File: src/core/csd_pkg.sv
package csd_pkg;

    ////////////////////////////////////////////////////////////////////////////////
    // register byte addresses
    localparam int          CSD_RANGES         = 4;
    localparam int          CSD_SPACES         = 3;
    localparam logic [31:0] CSD_ADR_RANGE0     = 32'hFFFF_E400;
    localparam logic [31:0] CSD_ADR_RANGE1     = 32'hFFFF_E404;
    localparam logic [31:0] CSD_ADR_RANGE2     = 32'hFFFF_E408;
    localparam logic [31:0] CSD_ADR_RANGE3     = 32'hFFFF_E40C;
    localparam logic [31:0] CSD_ADR_SPACE01    = 32'hFFFF_E480;
    localparam logic [31:0] CSD_ADR_SPACE23    = 32'hFFFF_E484;
    localparam logic [31:0] CSD_ADR_OTHER      = 32'hFFFF_E488;
    localparam logic [31:0] CSD_ADR_STATUS     = 32'hFFFF_E48C;

    ////////////////////////////////////////////////////////////////////////////////
    // reset values
    localparam logic [31:0] CSD_RST_RANGE01    = 32'h0000_03FF;
    localparam logic [31:0] CSD_RST_RANGE23    = 32'h0000_01FF;
    localparam logic [31:0] CSD_RST_CONTROL    = 32'h0000_0000;

    ////////////////////////////////////////////////////////////////////////////////
    // range register fields
    localparam int          CSD_BASE_LSB       = 16;
    localparam int          CSD_FIELD_W        = 16;
    localparam int          CSD_MASK_ADDR_01   = 14;
    localparam int          CSD_MASK_ADDR_23   = 15;

    ////////////////////////////////////////////////////////////////////////////////
    // control register fields
    localparam int          CSD_CTL_EN_BIT     = 0;
    localparam int          CSD_CTL_WIDTH_BIT  = 1;
    localparam int          CSD_CTL_WAIT_LSB   = 2;
    localparam int          CSD_CTL_WAIT_W     = 3;
    localparam int          CSD_CTL_DUMMY_LSB  = 5;
    localparam int          CSD_CTL_DUMMY_W    = 2;

    ////////////////////////////////////////////////////////////////////////////////
    // status register fields
    localparam int          CSD_ST_SEL_LSB     = 0;
    localparam int          CSD_ST_BUSY_BIT    = 4;
    localparam int          CSD_ST_DMA_BIT     = 5;
    localparam int          CSD_ST_WAIT_BIT    = 6;

    typedef enum logic [2:0] {
        CSD_IDLE,
        CSD_T1,
        CSD_T2,
        CSD_T3,
        CSD_DUMMY
    } csd_state_t;

endpackage

File: src/core/csd_sync2.sv
`timescale 1ns/1ps
module csd_sync2 #(
    parameter int WIDTH = 1
) (
    // clock and reset
    input  wire logic             i_clock,
    input  wire logic             i_rst,
    // data
    input  wire logic [WIDTH-1:0] i_async,
    output logic      [WIDTH-1:0] o_sync
);
    logic [WIDTH-1:0] stage1;

    generate
        if (WIDTH < 1) begin : g_bad_width
            $error("csd_sync2: WIDTH must be at least 1");
        end
    endgenerate

    // idle level of the active-low pins is high
    always_ff @(posedge i_clock or posedge i_rst) begin
        if (i_rst) begin
            stage1 <= '1;
            o_sync <= '1;
        end else begin
            stage1 <= i_async;
            o_sync <= stage1;
        end
    end
endmodule

File: src/core/csd_range_match.sv
`timescale 1ns/1ps
module csd_range_match
    import csd_pkg::*;
#(
    parameter int MASK_ADDR_LSB = CSD_MASK_ADDR_01
) (
    // address under test
    input  wire logic [31:0] i_addr,
    // range register contents
    input  wire logic [31:0] i_base_mask,
    // result
    output logic             o_hit
);
    logic [31:0] base_full;
    logic [31:0] mask_full;
    logic [31:0] care;

    generate
        if (MASK_ADDR_LSB < CSD_BASE_LSB - 2 || MASK_ADDR_LSB + CSD_FIELD_W > 31) begin : g_bad
            $error("csd_range_match: MASK_ADDR_LSB out of range");
        end
    endgenerate

    always_comb begin
        base_full = {i_base_mask[CSD_BASE_LSB +: CSD_FIELD_W], 16'h0000};
        mask_full = {16'h0000, i_base_mask[CSD_FIELD_W-1:0]} << MASK_ADDR_LSB;
        // bits under the granule never compared, top bits always compared
        care      = (32'hFFFF_FFFF << MASK_ADDR_LSB) & ~mask_full;
        o_hit     = ((i_addr ^ base_full) & care) == 32'h0000_0000;
    end
endmodule

File: src/core/csd_decoder.sv
`timescale 1ns/1ps
module csd_decoder
    import csd_pkg::*;
(
    // clock and reset
    input  wire logic        i_clock,
    input  wire logic        i_rst,
    // wishbone slave
    input  wire logic        i_wb_cyc,
    input  wire logic        i_wb_stb,
    input  wire logic        i_wb_we,
    input  wire logic [31:0] i_wb_adr,
    input  wire logic [31:0] i_wb_dat,
    input  wire logic [3:0]  i_wb_sel,
    output logic      [31:0] o_wb_dat,
    output logic             o_wb_ack,
    // cpu external request
    input  wire logic        i_cpu_req,
    input  wire logic [31:0] i_cpu_addr,
    input  wire logic        i_cpu_write,
    output logic             o_cpu_done,
    // dma controller external request
    input  wire logic        i_dma_req,
    input  wire logic [31:0] i_dma_addr,
    input  wire logic        i_dma_write,
    output logic             o_dma_done,
    // external bus pins
    input  wire logic        i_ext_wait_n,
    output logic      [3:0]  o_range_select_n,
    output logic             o_read_n,
    output logic             o_write_n,
    output logic             o_bus_width16,
    output logic             o_bus_busy
);

    ////////////////////////////////////////////////////////////////////////////////
    // declarations
    logic [31:0]                range_base_mask_reg [CSD_RANGES];
    logic [31:0]                control_reg [CSD_SPACES];
    logic                       wb_take;
    logic [31:0]                next_wb_dat;
    logic                       ext_wait_sync_n;

    logic                       pick_valid;
    logic                       pick_dma;
    logic [31:0]                pick_addr;
    logic                       pick_write;
    logic [CSD_RANGES-1:0]      range_hit;
    logic [CSD_RANGES-1:0]      first_hit;
    logic [31:0]                space_ctl;

    csd_state_t                 state;
    logic                       cur_dma;
    logic                       cur_write;
    logic [CSD_CTL_WAIT_W-1:0]  wait_cnt;
    logic [CSD_CTL_DUMMY_W-1:0] dummy_cnt;

    ////////////////////////////////////////////////////////////////////////////////
    // wait pin synchroniser
    csd_sync2 #(
        .WIDTH (1)
    ) u_wait_sync (
        .i_clock (i_clock),
        .i_rst   (i_rst),
        .i_async (i_ext_wait_n),
        .o_sync  (ext_wait_sync_n)
    );

    ////////////////////////////////////////////////////////////////////////////////
    // wishbone handshake: ack one cycle after the strobe, dropped the next cycle
    assign wb_take = i_wb_cyc && i_wb_stb && !o_wb_ack;

    always_ff @(posedge i_clock or posedge i_rst) begin
        if (i_rst) begin
            o_wb_ack <= 1'b0;
        end else begin
            o_wb_ack <= wb_take;
        end
    end

    ////////////////////////////////////////////////////////////////////////////////
    // register file writes, byte lanes honoured
    always_ff @(posedge i_clock or posedge i_rst) begin
        if (i_rst) begin
            range_base_mask_reg[0] <= CSD_RST_RANGE01;
            range_base_mask_reg[1] <= CSD_RST_RANGE01;
            range_base_mask_reg[2] <= CSD_RST_RANGE23;
            range_base_mask_reg[3] <= CSD_RST_RANGE23;
            for (int s = 0; s < CSD_SPACES; s++) begin
                control_reg[s] <= CSD_RST_CONTROL;
            end
        end else if (wb_take && i_wb_we) begin
            for (int b = 0; b < 4; b++) begin
                if (i_wb_sel[b]) begin
                    unique case (i_wb_adr)
                        CSD_ADR_RANGE0:  range_base_mask_reg[0][b*8 +: 8] <= i_wb_dat[b*8 +: 8];
                        CSD_ADR_RANGE1:  range_base_mask_reg[1][b*8 +: 8] <= i_wb_dat[b*8 +: 8];
                        CSD_ADR_RANGE2:  range_base_mask_reg[2][b*8 +: 8] <= i_wb_dat[b*8 +: 8];
                        CSD_ADR_RANGE3:  range_base_mask_reg[3][b*8 +: 8] <= i_wb_dat[b*8 +: 8];
                        CSD_ADR_SPACE01: control_reg[0][b*8 +: 8] <= i_wb_dat[b*8 +: 8];
                        CSD_ADR_SPACE23: control_reg[1][b*8 +: 8] <= i_wb_dat[b*8 +: 8];
                        CSD_ADR_OTHER:   control_reg[2][b*8 +: 8] <= i_wb_dat[b*8 +: 8];
                        // status and unmapped words swallow the write
                        default: begin
                        end
                    endcase
                end
            end
        end
    end

    ////////////////////////////////////////////////////////////////////////////////
    // read data mux
    always_comb begin
        next_wb_dat = 32'h0000_0000;
        unique case (i_wb_adr)
            CSD_ADR_RANGE0:  next_wb_dat = range_base_mask_reg[0];
            CSD_ADR_RANGE1:  next_wb_dat = range_base_mask_reg[1];
            CSD_ADR_RANGE2:  next_wb_dat = range_base_mask_reg[2];
            CSD_ADR_RANGE3:  next_wb_dat = range_base_mask_reg[3];
            CSD_ADR_SPACE01: next_wb_dat = control_reg[0];
            CSD_ADR_SPACE23: next_wb_dat = control_reg[1];
            CSD_ADR_OTHER:   next_wb_dat = control_reg[2];
            CSD_ADR_STATUS: begin
                next_wb_dat[CSD_ST_SEL_LSB +: CSD_RANGES] = ~o_range_select_n;
                next_wb_dat[CSD_ST_BUSY_BIT]              = o_bus_busy;
                next_wb_dat[CSD_ST_DMA_BIT]               = cur_dma;
                next_wb_dat[CSD_ST_WAIT_BIT]              = ~ext_wait_sync_n;
            end
            default: next_wb_dat = 32'h0000_0000;
        endcase
    end

    always_ff @(posedge i_clock or posedge i_rst) begin
        if (i_rst) begin
            o_wb_dat <= 32'h0000_0000;
        end else if (wb_take) begin
            o_wb_dat <= i_wb_we ? 32'h0000_0000 : next_wb_dat;
        end
    end

    ////////////////////////////////////////////////////////////////////////////////
    // request pick: dma first, since it usually has tighter latency needs
    always_comb begin
        pick_valid = i_dma_req || i_cpu_req;
        pick_dma   = i_dma_req;
        pick_addr  = i_dma_req ? i_dma_addr : i_cpu_addr;
        pick_write = i_dma_req ? i_dma_write : i_cpu_write;
    end

    ////////////////////////////////////////////////////////////////////////////////
    // range comparators, one per select line
    generate
        for (genvar k = 0; k < CSD_RANGES; k++) begin : g_range
            csd_range_match #(
                .MASK_ADDR_LSB ((k < 2) ? CSD_MASK_ADDR_01 : CSD_MASK_ADDR_23)
            ) u_match (
                .i_addr      (pick_addr),
                .i_base_mask (range_base_mask_reg[k]),
                .o_hit       (range_hit[k])
            );
        end
    endgenerate

    ////////////////////////////////////////////////////////////////////////////////
    // overlapping ranges: the lowest numbered select wins
    always_comb begin
        first_hit = '0;
        for (int k = CSD_RANGES - 1; k >= 0; k--) begin
            if (range_hit[k]) begin
                first_hit    = '0;
                first_hit[k] = 1'b1;
            end
        end
        if (first_hit[0] || first_hit[1]) begin
            space_ctl = control_reg[0];
        end else if (first_hit[2] || first_hit[3]) begin
            space_ctl = control_reg[1];
        end else begin
            space_ctl = control_reg[2];
        end
    end

    ////////////////////////////////////////////////////////////////////////////////
    // external bus cycle: T1 address, T2 strobe plus waits, T3 finish, then recovery after reads
    always_ff @(posedge i_clock or posedge i_rst) begin
        if (i_rst) begin
            state            <= CSD_IDLE;
            cur_dma          <= 1'b0;
            cur_write        <= 1'b0;
            wait_cnt         <= '0;
            dummy_cnt        <= '0;
            o_range_select_n <= 4'hF;
            o_read_n         <= 1'b1;
            o_write_n        <= 1'b1;
            o_bus_width16    <= 1'b0;
            o_bus_busy       <= 1'b0;
            o_cpu_done       <= 1'b0;
            o_dma_done       <= 1'b0;
        end else begin
            o_cpu_done <= 1'b0;
            o_dma_done <= 1'b0;
            unique case (state)
                CSD_IDLE: begin
                    if (pick_valid) begin
                        // decode taken from the live address, never a stale result
                        state            <= CSD_T1;
                        cur_dma          <= pick_dma;
                        cur_write        <= pick_write;
                        o_range_select_n <= ~(first_hit
                                            & {CSD_RANGES{space_ctl[CSD_CTL_EN_BIT]}});
                        o_bus_width16    <= space_ctl[CSD_CTL_WIDTH_BIT];
                        wait_cnt         <= space_ctl[CSD_CTL_WAIT_LSB +: CSD_CTL_WAIT_W];
                        dummy_cnt        <= space_ctl[CSD_CTL_DUMMY_LSB +: CSD_CTL_DUMMY_W];
                        o_bus_busy       <= 1'b1;
                    end
                end
                CSD_T1: begin
                    state     <= CSD_T2;
                    o_read_n  <= cur_write;
                    o_write_n <= !cur_write;
                end
                CSD_T2: begin
                    if (wait_cnt != '0) begin
                        wait_cnt <= wait_cnt - 1'b1;
                    end else if (ext_wait_sync_n) begin
                        // done shows during T3 so the master drops its request in time
                        state      <= CSD_T3;
                        o_cpu_done <= !cur_dma;
                        o_dma_done <= cur_dma;
                    end
                    // wait pin low keeps the cycle in T2
                end
                CSD_T3: begin
                    o_read_n         <= 1'b1;
                    o_write_n        <= 1'b1;
                    o_range_select_n <= 4'hF;
                    // recovery only after reads; a write needs none
                    if (!cur_write && dummy_cnt != '0) begin
                        state <= CSD_DUMMY;
                    end else begin
                        state      <= CSD_IDLE;
                        o_bus_busy <= 1'b0;
                    end
                end
                CSD_DUMMY: begin
                    if (dummy_cnt <= 2'h1) begin
                        state      <= CSD_IDLE;
                        o_bus_busy <= 1'b0;
                    end else begin
                        dummy_cnt <= 2'h1;
                    end
                end
                default: begin
                    state <= CSD_IDLE;
                end
            endcase
        end
    end

endmodule

File: config.mk
export PLATFORM = sky130hd
export DESIGN_NAME = csd_decoder
export DESIGN_NICKNAME = d
export VERILOG_FILES = /design/src/core/csd_pkg.sv /design/src/core/csd_sync2.sv /design/src/core/csd_range_match.sv /design/src/core/csd_decoder.sv
export SDC_FILE = /design/constraint.sdc
export NUM_CORES = 1
export LEC_CHECK = 0
export ABC_AREA = 1
export BUFFER_PORTS_ARGS = -buffer_cell sky130_fd_sc_hd__buf_2
export CAP_MARGIN = 40
export CELL_PAD_IN_SITES_DETAIL_PLACEMENT = 0
export CELL_PAD_IN_SITES_GLOBAL_PLACEMENT = 1
export CORE_ASPECT_RATIO = 0.5
export CORE_MARGIN = 2
export CORE_UTILIZATION = 39
export DETAILED_ROUTE_END_ITERATION = 6
export GPL_TIMING_DRIVEN = 0
export PLACE_DENSITY = 0.74
export SLEW_MARGIN = 0
export SYNTH_ARGS = -nofsm -noshare
export SYNTH_HDL_FRONTEND = slang
export SYNTH_HIERARCHICAL = 1
export SYNTH_SLANG_ARGS = --single-unit
File: constraint.sdc
create_clock -name i_clock -period 9.53 [get_ports i_clock]
set_clock_uncertainty 0.1 [all_clocks]
set_input_delay 1.906 -clock i_clock [delete_from_list [all_inputs] [get_ports i_clock]]
set_output_delay 1.906 -clock i_clock [all_outputs]
set_load 0.1 [all_outputs]
==> metrics.yaml, run 1 <==
startpoint: "i_dma_req"
die_h_um: 144.3
hold_buffers: 0
cts.clk_slew.worst_paths_ps: 70
core_mm2: 0.03886
finalCritPeriodShare: 0.6188
post_drt_wl_per_cell_um: 20.56
postCtsSetupRepairBufs: 0
cts_made_buffers: 29
antenna_left: 0
slew_headroom: 0.3669
placed_area_mm2: 0.01701
numClockSinks: 279
slew_viol_final: 0
grt_overflow_total: 0
wl_mm: 57.56
power_leakage_nw: 9.307
fmax_mhz: 169.6
fin_tns_setup_ps: 0
drive_gt1_frac: 0.2002
yosysWarnings: 6
outcome: "finished, final reports clean"
finalPower_mw: 2.834
tightest_slew_ps: 949.7
setup_viol: 0
antenna_found_initial: 3
reg2reg_from: "range_base_mask_reg[123]$_DFFE_PP0P_"
crit_path_end_kind: "flip-flop"
vias_per_cell: 5.119
largest_reg_flops: 128
cts_tree: "done"
grt-busiest-layer: "met1"
row_count: 51
die-width_um: 284.5
cts_resized: 0
mostFrequentLayoutCells: "693 x nand2_1, 254 x nand3_1, 233 x dfrtp_1"
grt_first_pass_wirelength_mm: 85.97
peakVddDrop_uv: 168.0
worstPathArrival_ps: 6250
fin_area_mm2: 0.01804
final_common_cell: "nand2_1"
syn_inst: 2045
pre_cts_ws_ps: 3124
grt_use_met2: 0.4225
startpoint_type: "input port"
h-tree-depth: 1
grt_use_met3: 0.04890
grt_use_total: 0.2839
dpl.hpwl_mm: 44.53
syn_area_mm2: 0.01534
ctsRootBufferMaster: "clkbuf_16"
path_class: "in2reg"
syn-num-nets: 2189
instances_no_fill: 2799
rsz0062_at_grt: "no"
fin_ws_ps: 3633
hold_path_class: "reg2reg"
cap_viol_max_count: 0
clock_latency_ps: 600
drt_iter0_markers: 1523
gr-usage-met1: 0.4312
grt_max_degree: 38
io_buffer_count: 155
io_pins: 185
fin_crit_ps: 5897
vias: 14329
syn2layout_area_growth_pct: 17.56
dieArea_mm2: 0.04104
cts_buffer_depth: 3
firstDrtPassIters: 6
start_util: 0.3949
gp_congestion: 0.9305
fin_nets: 2389
hold_start: "u_wait_sync/stage1$_DFF_PP1_"
cellPowerDensity_mw_per_mm2: 157.1
critPathRequiredTime_ps: 9880
drc: 0
grt_pass1_vias: 13121
syn_avg_cell_area_um2: 7.504
dp_cells: 2743
hold_viol_final: 0
path_max_fanout: 10
-- worst paths after layout --
check / slack (ps) / to / depth (start not counted)
worst max-delay path: 3630 / wait_cnt[1]$_DFFE_PP0P_ / 21
worst min-delay path: 260 / u_wait_sync/o_sync$_DFF_PP1_ / 0
worst max register to register: 6380 / wait_cnt[1]$_DFFE_PP0P_ / 15
worst min register to register: 260 / u_wait_sync/o_sync$_DFF_PP1_ / 0
max in group asynchronous: 6950 / range_base_mask_reg[8]$_DFFE_PP1P_ / 5
min in group asynchronous: 1250 / state[1]$_DFFE_PP0P_ / 2
-- report_power, final --
group	internal, mW	leakage (nW)	switching, mW
clock network	0.717	0.504	0.531
logic	0.0908	5.09	0.262
registers	1.21	3.71	0.0187
total	2.02	9.31	0.812
-- worst max-delay path, stage by stage --
cell      delay, ps
clkbuf_1        480
clkinv_1        500
clkbuf_1        440
nand2_1         150
nand2_1         310
nand2_1         170
nand2_1          70
nor2_1          110
nand2_1         110
nor2_1          100
nand2_1          60
nor2_1          420
nor2_2          210
o21ai_1         420
inv_1           240
nand2_1         110
nand3_1          70
o211ai_1        110
o21ai_0         110
nand2_1          60
o21ai_0          80
-- routing by layer --
metal / share of wire / vias up
met5: 0.00014 / -
met4: 0.017 / 2
met3: 0.075 / 59
met2: 0.42 / 468
met1: 0.49 / 6856
li1: - / 6944
-- cell type report --
cell class                 count  area (µm²)
buffer                        85       456.7
tap                          530       663.1
inverter                     200       754.5
timing repair buffer         169        1003
sequential                   279        7039
clock inverter                16       202.7
antenna                        1       2.502
multi-input combinational   1481        7098
fill                        3899       20820
clock buffer                  38       819.5
-- stage by stage --
| stage | hold WS (ps) | util |
|---|---|---|
| after floorplan | 245.2 | - |
| final | 261.9 | 0.4642 |
| after CTS | 262.6 | 0.4640 |
| after global placement | 249.2 | 0.4320 |
| after detailed placement | 247.0 | 0.4377 |
| after global routing | 268.1 | 0.4641 |
Power figures use the tool's default switching activity.
==> run 2, diff against run 1 <==
==> constraint.sdc (replaced) <==
create_clock -name i_clock -period 5.2 [get_ports i_clock]
set_clock_uncertainty 0.1 [all_clocks]
set_input_delay 1.04 -clock i_clock [delete_from_list [all_inputs] [get_ports i_clock]]
set_output_delay 1.04 -clock i_clock [all_outputs]
set_load 0.1 [all_outputs]
==> run 2 against run 1 <==
- count of clock-buffer cells in the layout is the same
- highest routed layer unchanged
- register-to-register slack lost 4300 ps
- wire length about the same
- setup slack got worse by 3100 ps
- critical path depth grew 1
- global-route usage unchanged
- sequential share of layout area about the same
- via count is essentially flat
==> metrics.yaml, run 2 (synthesis gave the netlist of run 1 again) <==
clock_latency_ps: 600
slew_headroom: 0.3669
row_count: 51
fin_nets: 2389
path_buf_inv: 5
postCtsSetupRepairBufs: 0
antenna_left: 0
core_mm2: 0.03886
drive_gt1_frac: 0.2011
io_pins: 185
dpl.hpwl_mm: 44.53
antenna_found_initial: 3
grt_overflow_total: 0
cts_resized: 0
path_class: "in2reg"
mostFrequentLayoutCells: "693 x nand2_1, 254 x nand3_1, 233 x dfrtp_1"
dp_cells: 2743
post_drt_wl_per_cell_um: 20.57
tightest_slew_ps: 949.7
peakVddDrop_uv: 308.0
outcome: "finished, final reports clean"
power_leakage_nw: 9.309
drc: 0
rsz0062_at_grt: "no"
nFillCells: 3897
fmax_mhz: 212.2
ctsRootBufferMaster: "clkbuf_16"
cts_buffer_depth: 3
h-tree-depth: 1
hold_viol_final: 0
largest_reg_flops: 128
cap_viol_max_count: 0
syn2layout_area_growth_pct: 17.60
final_common_cell: "nand2_1"
gp_congestion: 0.9305
slew_viol_final: 0
fin_crit_ps: 4713
start_util: 0.3949
crit_chain: "clkbuf_2, clkinvlp_4, clkbuf_1, nand2_1, nand2_1, inv_1, nand2_1, nand2_1, nor2_1, nand2_1, nor2_1, nand2_1, nor2_1, nor2_2, o21ai_1, inv_1, nand2_1, nand3_1, o211ai_1, o21ai_0, nand2_1, o21ai_0"
setup_viol: 0
io_buffer_count: 155
holdWs_ps: 261.9
dieArea_mm2: 0.04104
drt_iter0_markers: 1523
grt_use_total: 0.2839
crit_family: "simple AND/OR/NAND/NOR gates"
hold_path_class: "reg2reg"
instances_no_fill: 2799
die-width_um: 284.5
critPathRequiredTime_ps: 5560
vias_per_cell: 5.120
critical_path.most_common_cell: "nand2_1"
cellPowerDensity_mw_per_mm2: 287.8
finalCritPeriodShare: 0.9063
numClockSinks: 279
cts_tree: "done"
cts.clk_slew.worst_paths_ps: 70
die_h_um: 144.3
grt_max_degree: 38
path_max_fanout: 10
grt_pass1_vias: 13121
vias: 14330
cts_made_buffers: 29
cp_slowest_cell: "clkbuf_1"
grt_first_pass_wirelength_mm: 85.97
finalPower_mw: 5.194
crit_path_end_kind: "flip-flop"
startpoint_type: "input port"
worst_path_largest_cell_delay_ps: 580
wl_mm: 57.56
firstDrtPassIters: 6
worstPathArrival_ps: 5070
fin_tns_setup_ps: 0
hold_buffers: 0
-- run 2: cell count changes in the layout (fill, tap and decap cells not counted) --
cell        delta
clkbuf_2       +1
clkbuf_1       -1
clkinvlp_4     +1
clkinv_1       -1
-- run 2: power breakdown --
group / switching [mW] / internal [mW]
Clock: 0.972 / 1.31
Sequential: 0.0342 / 2.23
Combinational: 0.481 / 0.167
Total: 1.49 / 3.71
-- run 2: path summary, 6_finish.rpt --
check                                                          end  slack (ps)                                 start  cells past startpoint
worst max-delay path                       wait_cnt[1]$_DFFE_PP0P_         490                             i_dma_req                     22
worst min-delay path                  u_wait_sync/o_sync$_DFF_PP1_         260          u_wait_sync/stage1$_DFF_PP1_                      0
worst max register to register             wait_cnt[1]$_DFFE_PP0P_        2050  range_base_mask_reg[123]$_DFFE_PP0P_                     15
worst min register to register        u_wait_sync/o_sync$_DFF_PP1_         260          u_wait_sync/stage1$_DFF_PP1_                      0
max in group asynchronous       range_base_mask_reg[8]$_DFFE_PP1P_        3490                                 i_rst                      5
min in group asynchronous                     state[1]$_DFFE_PP0P_         380                                 i_rst                      2
-- run 2: routing by layer --
layer | track usage | wire [µm]
met1 | 0.4312 | 28020
met2 | 0.4225 | 24260
met3 | 0.04890 | 4300
met4 | 0.05540 | 978
met5 | 0 | 8
-- run 2: metrics by stage --
stage	worst slack (ps)	cell area, µm²	utilization
finish	487.0	18040	0.4643
global route	187.4	18040	0.4643
CTS	263.5	18030	0.4640
detailed placement	-339.7	17010	0.4377
global placement	-1594	16790	0.4320
floorplan	430.6	15350	-
-- run 2: layout make-up --
type	instances	area, µm²	share of cell area
Antenna cell	1	2.502	0.0001387
Clock inverter	16	202.7	0.01123
Multi-Input combinational cell	1481	7098	0.3934
Timing Repair Buffer	169	1003	0.05561
Tap cell	530	663.1	0.03675
Inverter	200	758.2	0.04202
Clock buffer	38	819.5	0.04542
Sequential cell	279	7039	0.3901
Buffer	85	457.9	0.02538
==> run 3, diff against run 2 <==
--- a/config.mk
+++ b/config.mk
@@ -16,6 +16,7 @@
 export DETAILED_ROUTE_END_ITERATION = 6
 export GPL_TIMING_DRIVEN = 0
 export PLACE_DENSITY = 0.74
+export REMOVE_ABC_BUFFERS = 1
 export SLEW_MARGIN = 0
 export SYNTH_ARGS = -nofsm -noshare
 export SYNTH_HDL_FRONTEND = slang
==> run 3 against run 2 <==
- first-iteration DRC count decreased by 22%
- critical path type unchanged
- die area unchanged
- sequential share of layout area increased by 0.69 points
- final area decreased by 1.7%
- wire length decreased by 17%
- count of clock-buffer cells in the layout increased by 3
- largest cell class unchanged
- utilization decreased by 0.81 points
- maximum frequency increased by 1.1%
- register-to-register slack got worse by 80 ps
- via count decreased by 7.3%
- setup slack improved by 50 ps
==> metrics.yaml, run 3 (synthesis gave the netlist of run 1 again) <==
grt_use_total: 0.2339
fin_nets: 2307
drive_gt1_frac: 0.1922
hold_depth: 0
antenna_left: 0
grt_pass1_vias: 12104
power_leakage_nw: 9.059
grt_first_pass_wirelength_mm: 73.20
io_pins: 185
gp_congestion: 0.8463
fin_crit_ps: 4663
crit_path_end_kind: "flip-flop"
core_mm2: 0.03886
h-tree-depth: 1
die-width_um: 284.5
antenna_found_initial: 0
worstPathArrival_ps: 5000
cap_viol_max_count: 0
startpoint_type: "input port"
largest_reg_flops: 128
cts_made_buffers: 28
hold_buffers: 0
die_h_um: 144.3
numClockSinks: 279
path_class: "in2reg"
r2r_setup_slack_ps: 1970
placed_area_mm2: 0.01678
reg2reg_from: "range_base_mask_reg[123]$_DFFE_PP0P_"
r2r-end: "wait_cnt[1]$_DFFE_PP0P_"
mostFrequentLayoutCells: "693 x nand2_1, 254 x nand3_1, 233 x dfrtp_1"
cts_buffer_depth: 3
antenna_cells: 0
hold_start: "u_wait_sync/stage1$_DFF_PP1_"
peakVddDrop_uv: 277.2
hold_path_class: "reg2reg"
ctsRootBufferMaster: "clkbuf_16"
clock_latency_ps: 570
dieArea_mm2: 0.04104
slew_headroom: 0.4394
tightest_slew_ps: 837.9
setup_viol: 0
holdWs_ps: 258.3
io_buffer_count: 156
grt_max_degree: 116
rsz0062_at_grt: "no"
critPathRequiredTime_ps: 5540
path_max_fanout: 22
firstDrtPassIters: 7
slew_viol_final: 0
fin_area_mm2: 0.01773
vias_per_cell: 4.891
final_common_cell: "nand2_1"
grt_overflow_total: 0
start_util: 0.3949
row_count: 51
finalCritPeriodShare: 0.8968
drc: 0
outcome: "finished, final reports clean"
dpl.hpwl_mm: 33.41
min_to: "u_wait_sync/o_sync$_DFF_PP1_"
fmax_mhz: 214.4
cts_tree: "done"
cts.clk_slew.worst_paths_ps: 60
drt_iter0_markers: 1188
reg2reg_depth: 15
wl_mm: 47.72
syn2layout_area_growth_pct: 15.54
vias: 13279
cellPowerDensity_mw_per_mm2: 283.2
hold_viol_final: 0
post_drt_wl_per_cell_um: 17.58
run 3: worst max path at each step:
stage | from | end | depth (start not counted)
floorplan | i_rst | control_reg[0]$_DFFE_PP0P_ | 1
global placement | i_rst | o_wb_dat[11]$_DFFE_PP0P_ | 2
detailed placement | i_dma_req | wait_cnt[1]$_DFFE_PP0P_ | 21
CTS | i_dma_req | wait_cnt[1]$_DFFE_PP0P_ | 21
global route | i_dma_req | wait_cnt[1]$_DFFE_PP0P_ | 21
finish | i_dma_req | wait_cnt[1]$_DFFE_PP0P_ | 20
run 3: worst max-delay path: stages:
cell	delay, ps
clkbuf_4	420
clkinv_2	460
buf_8	300
nand2_1	60
nand2_1	190
or2_0	270
nand2_1	140
nand2_1	70
nor2_1	100
nand2_1	50
nor2_1	300
nor2_2	190
o21ai_1	460
inv_1	320
nand2_1	120
nand3_1	90
o211ai_1	120
o21ai_0	110
nand2_1	60
o21ai_0	80
run 3: final cells by class:
class                   instances  area, µm²
flip-flops and latches        279       7039
multi-input cells            1481       7138
repair buffers                173       1186
inverters                     200      759.5
clock buffers                  41      830.8
fillers                      4045      21130
well taps                     530      663.1
clock inverters                11      112.6
run 3: power by group:
| part | leakage (nW) | internal, mW | switching [mW] |
|---|---|---|---|
| logic | 4.88 | 0.162 | 0.485 |
| registers | 3.71 | 2.23 | 0.0354 |
| clock network | 0.460 | 1.21 | 0.906 |
| total | 9.06 | 3.59 | 1.43 |
run 3: stage by stage:
step | setup TNS [ps] | setup slack [ps] | std cells | utilization | total power, mW
2_1_floorplan | -877280 | -3504 | 1960 | - | 2.734
3_3_place_gp | -2056920 | -7372 | 2646 | 0.4203 | 2.935
3_5_place_dp | -4766 | -746.3 | 2663 | 0.4319 | 2.951
4_1_cts | 0 | 250.3 | 2715 | 0.4562 | 5.072
5_1_grt | 0 | 244.0 | 2715 | 0.4562 | 5.239
6_report | 0 | 536.9 | 2715 | 0.4562 | 5.021
run 3: layer usage:
metal	vias to the layer above	share of wire	track usage
li1	6771	-	-
met1	6219	0.50	0.3457
met2	249	0.44	0.3674
met3	40	0.045	0.03281
met4	0	0.015	0.04377
met5	-	0	0
run 3: repair_timing:
action	4_1_cts	5_1_grt
buffers inserted	0	0
setup endpoints to repair	4	1
gates resized for setup	1	1
